File: src/hw/i3rt_defs.svh
// Purpose: shared constants of the read packet target
// Assumes: apb byte offsets, one 32-bit word per register
// Notes:   included by bare name
`ifndef I3RT_DEFS_SVH
`define I3RT_DEFS_SVH

`define I3RT_OFF_CTRL      12'h000
`define I3RT_OFF_IBI       12'h004
`define I3RT_OFF_STAT      12'h008
`define I3RT_OFF_ADDR      12'h00C

`define I3RT_CTRL_PEC      0
`define I3RT_CTRL_HID_LSB  1
`define I3RT_CTRL_HID_MSB  3
`define I3RT_IBI_SET       0
`define I3RT_STAT_ERR      0
`define I3RT_STAT_BUSY     1
`define I3RT_STAT_IBI      2
`define I3RT_STAT_PEC      3

`define I3RT_PEC_RST       1'b0
`define I3RT_HID_RST       3'h0

`define I3RT_BCAST_W       8'hFC
`define I3RT_NVM_LAST      10'h3FF
`define I3RT_REG_LAST      8'hFF
`define I3RT_BURST_SHORT   2
`define I3RT_BURST_LONG    16
`define I3RT_CRC_POLY      8'h07

`endif

File: src/hw/i3rt_pkg.sv
// Purpose: types of the read packet target
// Assumes: constants live in i3rt_defs.svh
// Notes:   no imports, use i3rt_pkg::name
package i3rt_pkg;

    typedef enum logic [2:0] {
        ST_IDLE,
        ST_SEL,
        ST_SEL_ACK,
        ST_WBYTE,
        ST_WPAR,
        ST_RBYTE,
        ST_RTBIT,
        ST_IGNORE
    } i3rt_state_t;

endpackage

File: src/hw/i3rt_sync.sv
// Purpose: two-flop synchroniser for pin inputs
// Assumes: inputs asynchronous to clk
// Notes:   first stage feeds only the second
module i3rt_sync #(
    parameter int WIDTH = 2
) (
    input  wire logic             clk,
    input  wire logic             rst_n,
    input  wire logic [WIDTH-1:0] d,
    output logic      [WIDTH-1:0] q
);
    logic [WIDTH-1:0] meta_q;

    always_ff @(posedge clk or negedge rst_n) begin
        if (!rst_n) begin
            meta_q <= '1;
            q      <= '1;
        end else begin
            meta_q <= d;
            q      <= meta_q;
        end
    end
endmodule // i3rt_sync

File: src/hw/i3rt_crc8.sv
// Purpose: packet error code accumulator, crc-8
// Assumes: one byte folded per enable pulse
// Notes:   clear has priority over fold
`include "i3rt_defs.svh"
module i3rt_crc8 (
    input  wire logic       clk,
    input  wire logic       rst_n,
    input  wire logic       clear,
    input  wire logic       fold,
    input  wire logic [7:0] data,
    output logic      [7:0] crc_q
);
    function automatic logic [7:0] step(input logic [7:0] c, input logic [7:0] d);
        logic [7:0] r;
        r = c ^ d;
        for (int i = 0; i < 8; i++) begin
            r = r[7] ? ({r[6:0], 1'b0} ^ `I3RT_CRC_POLY) : {r[6:0], 1'b0};
        end
        return r;
    endfunction

    always_ff @(posedge clk or negedge rst_n) begin
        if (!rst_n) begin
            crc_q <= 8'h00;
        end else if (clear) begin
            crc_q <= 8'h00;
        end else if (fold) begin
            crc_q <= step(crc_q, data);
        end
    end
endmodule // i3rt_crc8

File: src/hw/i3rt_target.sv
// Purpose: host-bus read packet target with parity, pec and ibi header
// Assumes: scl/sda asynchronous pins, rd_data valid one pclk after rd_addr
// Notes:   registers over apb, zero wait states
// Functional notes
// - bytes shift most significant bit first
// - ack own select code, nack read select on errors
// - host parity bit checked before repeated start
// - read ninth bit: one continue, zero last
// - pec off after reset
// - pec enable appends error code bytes
// - select bit one nvm, zero registers
// - register block bits are upper address
// - first byte: select, low seven address bits
// - second byte: block bits, cmd; third byte: pec byte
// - top block address bit ignored
// - nack repeated read after parity error
// - foreign select code ignored until stop/restart
// - keep nacking retries while error stands
// - zero ninth bit at last location when pec is off
// - pec covers only acknowledged select code
// - pending ibi sends own read select
// - pec excludes broadcast header byte
`include "i3rt_defs.svh"
module i3rt_target #(
    parameter logic [3:0] DEV_TYPE    = 4'h5, // arbitrary device type code
    parameter int         BURST_SHORT = `I3RT_BURST_SHORT,
    parameter int         BURST_LONG  = `I3RT_BURST_LONG
) (
    input  wire logic        pclk,
    input  wire logic        presetn,
    input  wire logic        psel,
    input  wire logic        penable,
    input  wire logic        pwrite,
    input  wire logic [11:0] paddr,
    input  wire logic [31:0] pwdata,
    output logic      [31:0] prdata,
    output logic             pready,
    output logic             pslverr,
    input  wire logic        scl_i,
    input  wire logic        sda_i,
    output logic             sda_o,
    output logic             sda_oe,
    output logic             rd_mem_sel,
    output logic      [9:0]  rd_addr,
    input  wire logic [7:0]  rd_data
);
    i3rt_pkg::i3rt_state_t state_q;
    logic [1:0] pin_s;
    logic       scl_p_q;
    logic       sda_p_q;
    logic [2:0] bit_cnt_q;
    logic [7:0] rx_q;
    logic [1:0] wcnt_q;
    logic       ack_q;
    logic       err_q;
    logic       ibi_arb_q;
    logic       ibi_pend_q;
    logic [7:0] tx_q;
    logic [7:0] cur_q;
    logic       t_q;
    logic       pec_next_q;
    logic       pec_phase_q;
    logic [4:0] burst_cnt_q;
    logic       mem_sel_q;
    logic [9:0] addr_q;
    logic       cmd_q;
    logic       pec_en_q;
    logic [2:0] hid_q;
    logic [7:0] crc;
    logic [31:0] prdata_q;
    logic       slverr_q;

    logic       scl;
    logic       sda;
    logic       rise_ev;
    logic       fall_ev;
    logic       start_ev;
    logic       stop_ev;
    logic [7:0] rx_byte;
    logic [7:0] own_r;
    logic       sel_match;
    logic       sel_ack;
    logic       last_loc;
    logic [4:0] burst_len;
    logic       end_data;
    logic       byte_done;
    logic       crc_fold;
    logic [7:0] crc_data;

    i3rt_sync #(.WIDTH(2)) u_sync (
        .clk   (pclk),
        .rst_n (presetn),
        .d     ({scl_i, sda_i}),
        .q     (pin_s)
    );

    assign scl = pin_s[1];
    assign sda = pin_s[0];

    always_ff @(posedge pclk or negedge presetn) begin
        if (!presetn) begin
            scl_p_q <= 1'b1;
            sda_p_q <= 1'b1;
        end else begin
            scl_p_q <= scl;
            sda_p_q <= sda;
        end
    end

    assign rise_ev   = scl & ~scl_p_q;
    assign fall_ev   = ~scl & scl_p_q;
    assign start_ev  = scl & scl_p_q & sda_p_q & ~sda;
    assign stop_ev   = scl & scl_p_q & ~sda_p_q & sda;
    assign rx_byte   = {rx_q[6:0], sda};
    assign own_r     = {DEV_TYPE, hid_q, 1'b1};
    assign sel_match = (rx_byte[7:1] == {DEV_TYPE, hid_q});
    assign sel_ack   = sel_match & ~(rx_byte[0] & err_q);
    assign last_loc  = mem_sel_q ? (addr_q == `I3RT_NVM_LAST)
                                 : (addr_q[7:0] == `I3RT_REG_LAST);
    assign burst_len = cmd_q ? 5'(BURST_LONG) : 5'(BURST_SHORT);
    assign end_data  = last_loc | (burst_cnt_q == burst_len - 5'h01);
    assign byte_done = rise_ev & (bit_cnt_q == 3'h7);

    // bit-level protocol sequencing
    always_ff @(posedge pclk or negedge presetn) begin
        if (!presetn) begin
            state_q   <= i3rt_pkg::ST_IDLE;
            bit_cnt_q <= 3'h0;
            rx_q      <= 8'h00;
            ack_q     <= 1'b0;
            wcnt_q    <= 2'h0;
            ibi_arb_q <= 1'b0;
        end else if (start_ev) begin
            state_q   <= i3rt_pkg::ST_SEL;
            bit_cnt_q <= 3'h0;
            ibi_arb_q <= ibi_pend_q & (state_q == i3rt_pkg::ST_IDLE);
        end else if (stop_ev) begin
            state_q <= i3rt_pkg::ST_IDLE;
        end else if (rise_ev) begin
            unique case (state_q)
                i3rt_pkg::ST_SEL: begin
                    rx_q      <= rx_byte;
                    bit_cnt_q <= bit_cnt_q + 3'h1;
                    if (bit_cnt_q == 3'h7) begin
                        if (ibi_arb_q || !sel_match) begin
                            state_q <= i3rt_pkg::ST_IGNORE;
                        end else begin
                            state_q <= i3rt_pkg::ST_SEL_ACK;
                            ack_q   <= sel_ack;
                        end
                    end
                end
                i3rt_pkg::ST_SEL_ACK: begin
                    bit_cnt_q <= 3'h0;
                    wcnt_q    <= 2'h0;
                    if (!ack_q) begin
                        state_q <= i3rt_pkg::ST_IGNORE;
                    end else if (rx_q[0]) begin
                        state_q <= i3rt_pkg::ST_RBYTE;
                    end else begin
                        state_q <= i3rt_pkg::ST_WBYTE;
                    end
                end
                i3rt_pkg::ST_WBYTE: begin
                    rx_q      <= rx_byte;
                    bit_cnt_q <= bit_cnt_q + 3'h1;
                    if (bit_cnt_q == 3'h7) begin
                        state_q <= i3rt_pkg::ST_WPAR;
                    end
                end
                i3rt_pkg::ST_WPAR: begin
                    state_q <= i3rt_pkg::ST_WBYTE;
                    if (wcnt_q != 2'h3) begin
                        wcnt_q <= wcnt_q + 2'h1;
                    end
                end
                i3rt_pkg::ST_RBYTE: begin
                    bit_cnt_q <= bit_cnt_q + 3'h1;
                    if (bit_cnt_q == 3'h7) begin
                        state_q <= i3rt_pkg::ST_RTBIT;
                    end
                end
                i3rt_pkg::ST_RTBIT: begin
                    state_q <= t_q ? i3rt_pkg::ST_RBYTE : i3rt_pkg::ST_IGNORE;
                end
                i3rt_pkg::ST_IDLE, i3rt_pkg::ST_IGNORE: begin
                    state_q <= state_q;
                end
            endcase
        end
    end

    // address bytes and read pointer
    always_ff @(posedge pclk or negedge presetn) begin
        if (!presetn) begin
            mem_sel_q   <= 1'b0;
            addr_q      <= 10'h000;
            cmd_q       <= 1'b0;
            burst_cnt_q <= 5'h00;
        end else if (rise_ev && state_q == i3rt_pkg::ST_WPAR) begin
            if (wcnt_q == 2'h0) begin
                mem_sel_q   <= rx_q[7];
                addr_q[6:0] <= rx_q[6:0];
            end else if (wcnt_q == 2'h1) begin
                addr_q[9:7] <= rx_q[2:0];
                cmd_q       <= pec_en_q & rx_q[7];
            end
        end else if (rise_ev && state_q == i3rt_pkg::ST_SEL_ACK) begin
            burst_cnt_q <= 5'h00;
        end else if (byte_done && state_q == i3rt_pkg::ST_RBYTE && !pec_phase_q) begin
            burst_cnt_q <= burst_cnt_q + 5'h01;
            if (!last_loc) begin
                addr_q <= addr_q + 10'h001;
            end
        end
    end

    assign rd_mem_sel = mem_sel_q;
    assign rd_addr    = addr_q;

    // sticky fault for this transaction, dropped at stop
    always_ff @(posedge pclk or negedge presetn) begin
        if (!presetn) begin
            err_q <= 1'b0;
        end else if (rise_ev && state_q == i3rt_pkg::ST_WPAR &&
                     ((sda != ~(^rx_q)) ||
                      (pec_en_q && wcnt_q == 2'h2 && rx_q != crc))) begin
            err_q <= 1'b1;
        end else if (stop_ev) begin
            err_q <= 1'b0;
        end
    end

    // transmit byte, ninth bit and pec byte selection
    always_ff @(posedge pclk or negedge presetn) begin
        if (!presetn) begin
            tx_q        <= 8'h00;
            cur_q       <= 8'h00;
            t_q         <= 1'b0;
            pec_next_q  <= 1'b0;
            pec_phase_q <= 1'b0;
        end else if (rise_ev && state_q == i3rt_pkg::ST_SEL_ACK) begin
            tx_q        <= rd_data;
            cur_q       <= rd_data;
            pec_phase_q <= 1'b0;
        end else if (byte_done && state_q == i3rt_pkg::ST_RBYTE) begin
            t_q        <= ~pec_phase_q & (pec_en_q | ~last_loc);
            pec_next_q <= ~pec_phase_q & pec_en_q & end_data;
        end else if (rise_ev && state_q == i3rt_pkg::ST_RTBIT && t_q) begin
            tx_q        <= pec_next_q ? crc : rd_data;
            cur_q       <= pec_next_q ? crc : rd_data;
            pec_phase_q <= pec_next_q;
        end else if (fall_ev && state_q == i3rt_pkg::ST_RBYTE) begin
            tx_q <= {tx_q[6:0], 1'b0};
        end
    end

    // crc restarts at every start, broadcast header never folded
    always_comb begin
        crc_fold = 1'b0;
        crc_data = rx_byte;
        if (byte_done && state_q == i3rt_pkg::ST_SEL) begin
            crc_fold = ~ibi_arb_q & sel_ack;
        end else if (rise_ev && state_q == i3rt_pkg::ST_WPAR) begin
            crc_fold = (wcnt_q < 2'h2);
            crc_data = rx_q;
        end else if (byte_done && state_q == i3rt_pkg::ST_RBYTE) begin
            crc_fold = ~pec_phase_q;
            crc_data = cur_q;
        end
    end

    i3rt_crc8 u_crc (
        .clk   (pclk),
        .rst_n (presetn),
        .clear (start_ev),
        .fold  (crc_fold),
        .data  (crc_data),
        .crc_q (crc)
    );

    // sda drive, set after scl falls, released at start or stop
    always_ff @(posedge pclk or negedge presetn) begin
        if (!presetn) begin
            sda_o  <= 1'b0;
            sda_oe <= 1'b0;
        end else if (start_ev || stop_ev) begin
            sda_oe <= 1'b0;
        end else if (fall_ev) begin
            unique case (state_q)
                i3rt_pkg::ST_SEL: begin
                    sda_o  <= 1'b0;
                    sda_oe <= ibi_arb_q & ~own_r[3'h7 - bit_cnt_q];
                end
                i3rt_pkg::ST_SEL_ACK: begin
                    sda_o  <= 1'b0;
                    sda_oe <= ack_q;
                end
                i3rt_pkg::ST_RBYTE: begin
                    sda_o  <= tx_q[7];
                    sda_oe <= 1'b1;
                end
                i3rt_pkg::ST_RTBIT: begin
                    sda_o  <= t_q;
                    sda_oe <= 1'b1;
                end
                default: begin
                    sda_o  <= 1'b0;
                    sda_oe <= 1'b0;
                end
            endcase
        end
    end

    // apb slave, zero wait states
    logic setup_ph;
    logic wr_acc;
    logic mapped;

    assign setup_ph = psel & ~penable;
    assign wr_acc   = psel & penable & pwrite;
    assign mapped   = (paddr == `I3RT_OFF_CTRL) || (paddr == `I3RT_OFF_IBI) ||
                      (paddr == `I3RT_OFF_STAT) || (paddr == `I3RT_OFF_ADDR);
    assign pready   = 1'b1;
    assign prdata   = prdata_q;
    assign pslverr  = slverr_q & psel & penable;

    always_ff @(posedge pclk or negedge presetn) begin
        if (!presetn) begin
            prdata_q <= 32'h0000_0000;
            slverr_q <= 1'b0;
        end else if (setup_ph) begin
            slverr_q <= ~mapped;
            prdata_q <= 32'h0000_0000;
            if (!pwrite) begin
                unique case (paddr)
                    `I3RT_OFF_CTRL: prdata_q <= {28'h0, hid_q, pec_en_q};
                    `I3RT_OFF_IBI:  prdata_q <= {31'h0, ibi_pend_q};
                    `I3RT_OFF_STAT: prdata_q <= {28'h0, pec_en_q, ibi_pend_q,
                                                 state_q != i3rt_pkg::ST_IDLE, err_q};
                    `I3RT_OFF_ADDR: prdata_q <= {21'h0, mem_sel_q, addr_q};
                    default:        prdata_q <= 32'h0000_0000;
                endcase
            end
        end
    end

    always_ff @(posedge pclk or negedge presetn) begin
        if (!presetn) begin
            pec_en_q <= `I3RT_PEC_RST;
            hid_q    <= `I3RT_HID_RST;
        end else if (wr_acc && paddr == `I3RT_OFF_CTRL) begin
            pec_en_q <= pwdata[`I3RT_CTRL_PEC];
            hid_q    <= pwdata[`I3RT_CTRL_HID_MSB:`I3RT_CTRL_HID_LSB];
        end
    end

    // software set wins over the clear on a won arbitration
    always_ff @(posedge pclk or negedge presetn) begin
        if (!presetn) begin
            ibi_pend_q <= 1'b0;
        end else if (wr_acc && paddr == `I3RT_OFF_IBI && pwdata[`I3RT_IBI_SET]) begin
            ibi_pend_q <= 1'b1;
        end else if (byte_done && state_q == i3rt_pkg::ST_SEL && ibi_arb_q &&
                     rx_byte == own_r) begin
            ibi_pend_q <= 1'b0;
        end
    end
endmodule // i3rt_target

File: config.mk
export PLATFORM = sky130hd
export DESIGN_NAME = i3rt_target
export DESIGN_NICKNAME = d
export VERILOG_FILES = /design/src/hw/i3rt_pkg.sv /design/src/hw/i3rt_sync.sv /design/src/hw/i3rt_crc8.sv /design/src/hw/i3rt_target.sv
export VERILOG_INCLUDE_DIRS = /design/src /design/src/hw
export SDC_FILE = /design/constraint.sdc
export NUM_CORES = 1
export LEC_CHECK = 0
export BUFFER_PORTS_ARGS = -buffer_cell sky130_fd_sc_hd__buf_4
export CAP_MARGIN = 0
export CORE_MARGIN = 3
export CORE_UTILIZATION = 32
export CTS_BUF_LIST = sky130_fd_sc_hd__clkbuf_2 sky130_fd_sc_hd__clkbuf_4 sky130_fd_sc_hd__clkbuf_8
export DETAILED_ROUTE_END_ITERATION = 10
export PLACE_DENSITY = 0.54
export SLEW_MARGIN = 20
export SYNTH_ARGS = -nofsm -noshare
export SYNTH_HDL_FRONTEND = slang
export SYNTH_SLANG_ARGS = --single-unit
File: constraint.sdc
create_clock -name pclk -period 4.2 [get_ports pclk]
set_input_delay 0.63 -clock pclk [delete_from_list [all_inputs] [get_ports pclk]]
set_output_delay 0.63 -clock pclk [all_outputs]
set_load 0.03 [all_outputs]
==> flow_summary.yaml <==
status:
  status: "finished clean"
power:
  vdd_ir_drop_max_v: 0.000249
  pwr-share-seq_pct: 43.0
  p_leak_nw: 2.62
  p_int_mw: 1.90
  power_density_mw_per_mm2: 564
  pwr-share-comb_pct: 40.1
  p_sw_mw: 1.36
  swShare_pct: 41.6
  clockPowerShare_pct: 16.9
timing:
  worst_slack_ns: 1.36
  finalSetupTns_ns: 0
  max_freq_mhz: 352
  timing.slew.headroom_pct: 50.3
  fin_crit_sh_pct: 67.6
  fin_hold_ws_ns: 0.323
  rsz0062_at_grt: "no"
  tightest_slew_ns: 0.746
  hold_violations: 0
  slew_viol_final: 0
  setup_viol: 0
  min_period_ns: 2.84
  finalClockSkew_ns: 0.0150
critical_path:
  cp.arrival_ns: 3.10
  worstSetupPathType: "reg -> reg"
  reg2regPathDepth: 9
  crit_required_ns: 4.46
  crit_fanout: 12
  r2r-start: "bit_cnt_q[0]"
  cp-start-kind: "register"
  r2r_end: "u_crc.crc_q[7]"
  rrSetupSlack_ns: 1.36
  crit_path_end_kind: "register"
floorplanning:
  die_area_mm2: 0.0174
  ios: 106
  die_w_um: 132
  rows: 45
  start_util_pct: 33.0
  die_h_um: 132
  coreArea_mm2: 0.0154
routing:
  drc_errors: 0
  wire_per_inst_um: 15.8
  initialDrtViolationCount: 242
  via_per_inst: 5.11
  drt_pre_antenna_iters: 5
  drt_wl_total_um: 12700
  vias: 4129
  ant_nets: 0
synthesis:
  synth-simple-area-share_pct: 16.0
  syn-instance-count: 550
  synth_area_leaders: "dfrtp_1 40%, nand2_1 4.2%, xnor2_1 3.6%, xor2_1 3.6%, o22ai_1 3.4%"
  yosys-top-cells-count: "82 x dfrtp_1, 57 x nand2_1, 38 x nor2_1"
  synth_seq_area_share_pct: 43.5
  ys_async_sr_fraction_pct: 100
  synth_top_family_by_area: "compound AO/OA/AOI/OAI gates"
  synth_xor_area_share_pct: 8.01
  muxShareOfSynthArea_pct: 3.92
  netlist_area_mm2: 0.00508
  synth_compound_area_share_pct: 19.2
  synth_top_area_cell: "dfrtp_1"
  yosysMostFrequentCell: "dfrtp_1"
  ys_seq_elements: 88
  synth_top_area_share_pct: 40.4
  ys.flop_type: "dfrtp_1"
  synth.avg_cell_area_um2: 9.23
  synthAdderAreaFrac_pct: 2.46
  synth-edff-count: 0
  yosys.cell_types.count: 61
  synth_warnings: 0
finish:
  stdcell_area_mm2: 0.00578
  drive_above_1_share_pct: 17.8
  n_antenna_cell: 0
  area_growth_syn_to_layout_pct: 13.9
  nets: 661
placement:
  place_area_mm2: 0.00560
  dp_slack_ns: 1.41
  post-dp-hpwl_um: 9300
  gp_congestion: 0.826
  portBuffers: 55
run:
  maxCapViolCount: 0
global_routing:
  grt_pass1_wl_um: 21100
  grt_pass1_vias: 4139
  grt-ovfl-total: 0
  antenna_found_initial: 0
  grt.total_usage_pct: 14.7
  grt_max_degree: 59
clocking:
  clock-sinks: 88
  cts_resized: 0
  path_clk_slew_ns: 0.09
  cts_hold_buffers: 0
  clock_path_buffers: 2
  htreeDepth: 3
  cts-root-buf: "clkbuf_8"
  cts_tree: "done"
  clock_latency_ns: 0.37
  cts_setup_buffers: 0
  cts_buffers: 9
min_path:
  hp-class: "in -> async"
[through the flow]
stage / instances / utilization [%] / total power [mW]
CTS: 808 / 37.6 / 3.28
global route: 808 / 37.6 / 3.50
detailed placement: 792 / 36.5 / 2.72
global placement: 792 / 36.5 / 2.66
finish: 808 / 37.6 / 3.26
floorplan: 570 / - / 2.38
[how the worst max path moves through the flow]
| stage | end | depth (start not counted) | slack [ns] | startpoint |
|---|---|---|---|---|
| 5_1_grt | rd_addr[7] | 9 | 1.08 | bit_cnt_q[0] |
| 4_1_cts | u_crc.crc_q[7] | 9 | 1.38 | bit_cnt_q[0] |
| 3_3_place_gp | u_crc.crc_q[7] | 9 | 1.45 | bit_cnt_q[0] |
| 2_1_floorplan | u_crc.crc_q[7] | 8 | 1.82 | u_sync.q[1] |
| 3_5_place_dp | u_crc.crc_q[7] | 9 | 1.41 | bit_cnt_q[0] |
| 6_report | u_crc.crc_q[7] | 9 | 1.36 | bit_cnt_q[0] |
[final cells by class]
| class | instances | area, µm² |
|---|---|---|
| multi-input combinational | 415 | 2600 |
| timing repair buffer | 63 | 473 |
| inverter | 15 | 56.3 |
| fill | 1573 | 9590 |
| tap | 211 | 264 |
| clock inverter | 7 | 56.3 |
| sequential | 88 | 2210 |
| clock buffer | 9 | 124 |
[critical path, cell delays in order, from the launching register on]
cell and delay (ns):
dfrtp_1 0.44, ha_1 0.18, ha_1 0.44, nand3_1 0.29
o21a_1 0.28, o22ai_2 0.16, xor2_2 0.27, xnor3_1 0.37
nor3b_1 0.15, a21o_1 0.16
[placed cells by master, fill, tap and decap left out, types with 3 or more instances in the layout]
cell / Yosys / layout
nor2_1: 38 / 38
nor3_1: 6 / 6
nor2b_1: 3 / 3
inv_1: 15 / 15
and3_1: 6 / 6
a21oi_1: 33 / 33
dfstp_2: 6 / 6
a21o_1: 10 / 10
buf_4: 22 / 63
o21a_1: 4 / 4
clkinvlp_4: 0 / 3
nand4_1: 6 / 6
dfrtp_1: 82 / 82
ha_1: 10 / 10
clkbuf_8: 0 / 9
nor4_1: 6 / 6
nand2_1: 57 / 57
a22o_1: 13 / 13
conb_1: 2 / 22
nand2b_1: 7 / 7
a31oi_1: 9 / 9
mux2i_1: 3 / 3
or3_1: 3 / 3
mux2_2: 13 / 13
o21ai_0: 34 / 34
xnor2_1: 21 / 21
nand4b_1: 3 / 3
o22ai_1: 28 / 28
nand3_1: 22 / 22
xor2_1: 21 / 21
a211oi_1: 8 / 8
[cells by family (layout without fill, tap and decap cells)]
family	Yosys count	in the layout
xor+xnor	44	44
fa+ha+maj	10	10
buf+inv	67	94
other cells	2	22
flops	88	88
simple gates	168	168
mux	17	17
compound gates	154	154
[flip-flops by register name, summed over array words and instances, names as in the netlist, 2 cells and up]
register,cells
burst_cnt_q,5
u_sync.meta_q,2
hid_q,3
u_sync.q,2
cur_q,8
u_crc.crc_q,8
rx_q,8
wcnt_q,2
tx_q,8
prdata,11
state_q,3
bit_cnt_q,3
rd_addr,10
[layer usage]
metal  vias to the layer above  GRT usage, %  share of wire, %
met5                         -             0                 0
met4                         0          3.15               1.0
met3                        12          3.44               4.7
met2                        97          24.2                47
met1                      2024          20.0                47
li1                       1996             -                 -
[power by group through the flow]
stage / logic [mW] / clock network (mW) / registers, mW
floorplan: 1.13 / 0 / 1.24
global placement: 1.26 / 0 / 1.40
detailed placement: 1.30 / 0 / 1.41
CTS: 1.31 / 0.576 / 1.40
global route: 1.45 / 0.610 / 1.44
finish: 1.31 / 0.551 / 1.40
(Power assumes the default switching activity.)
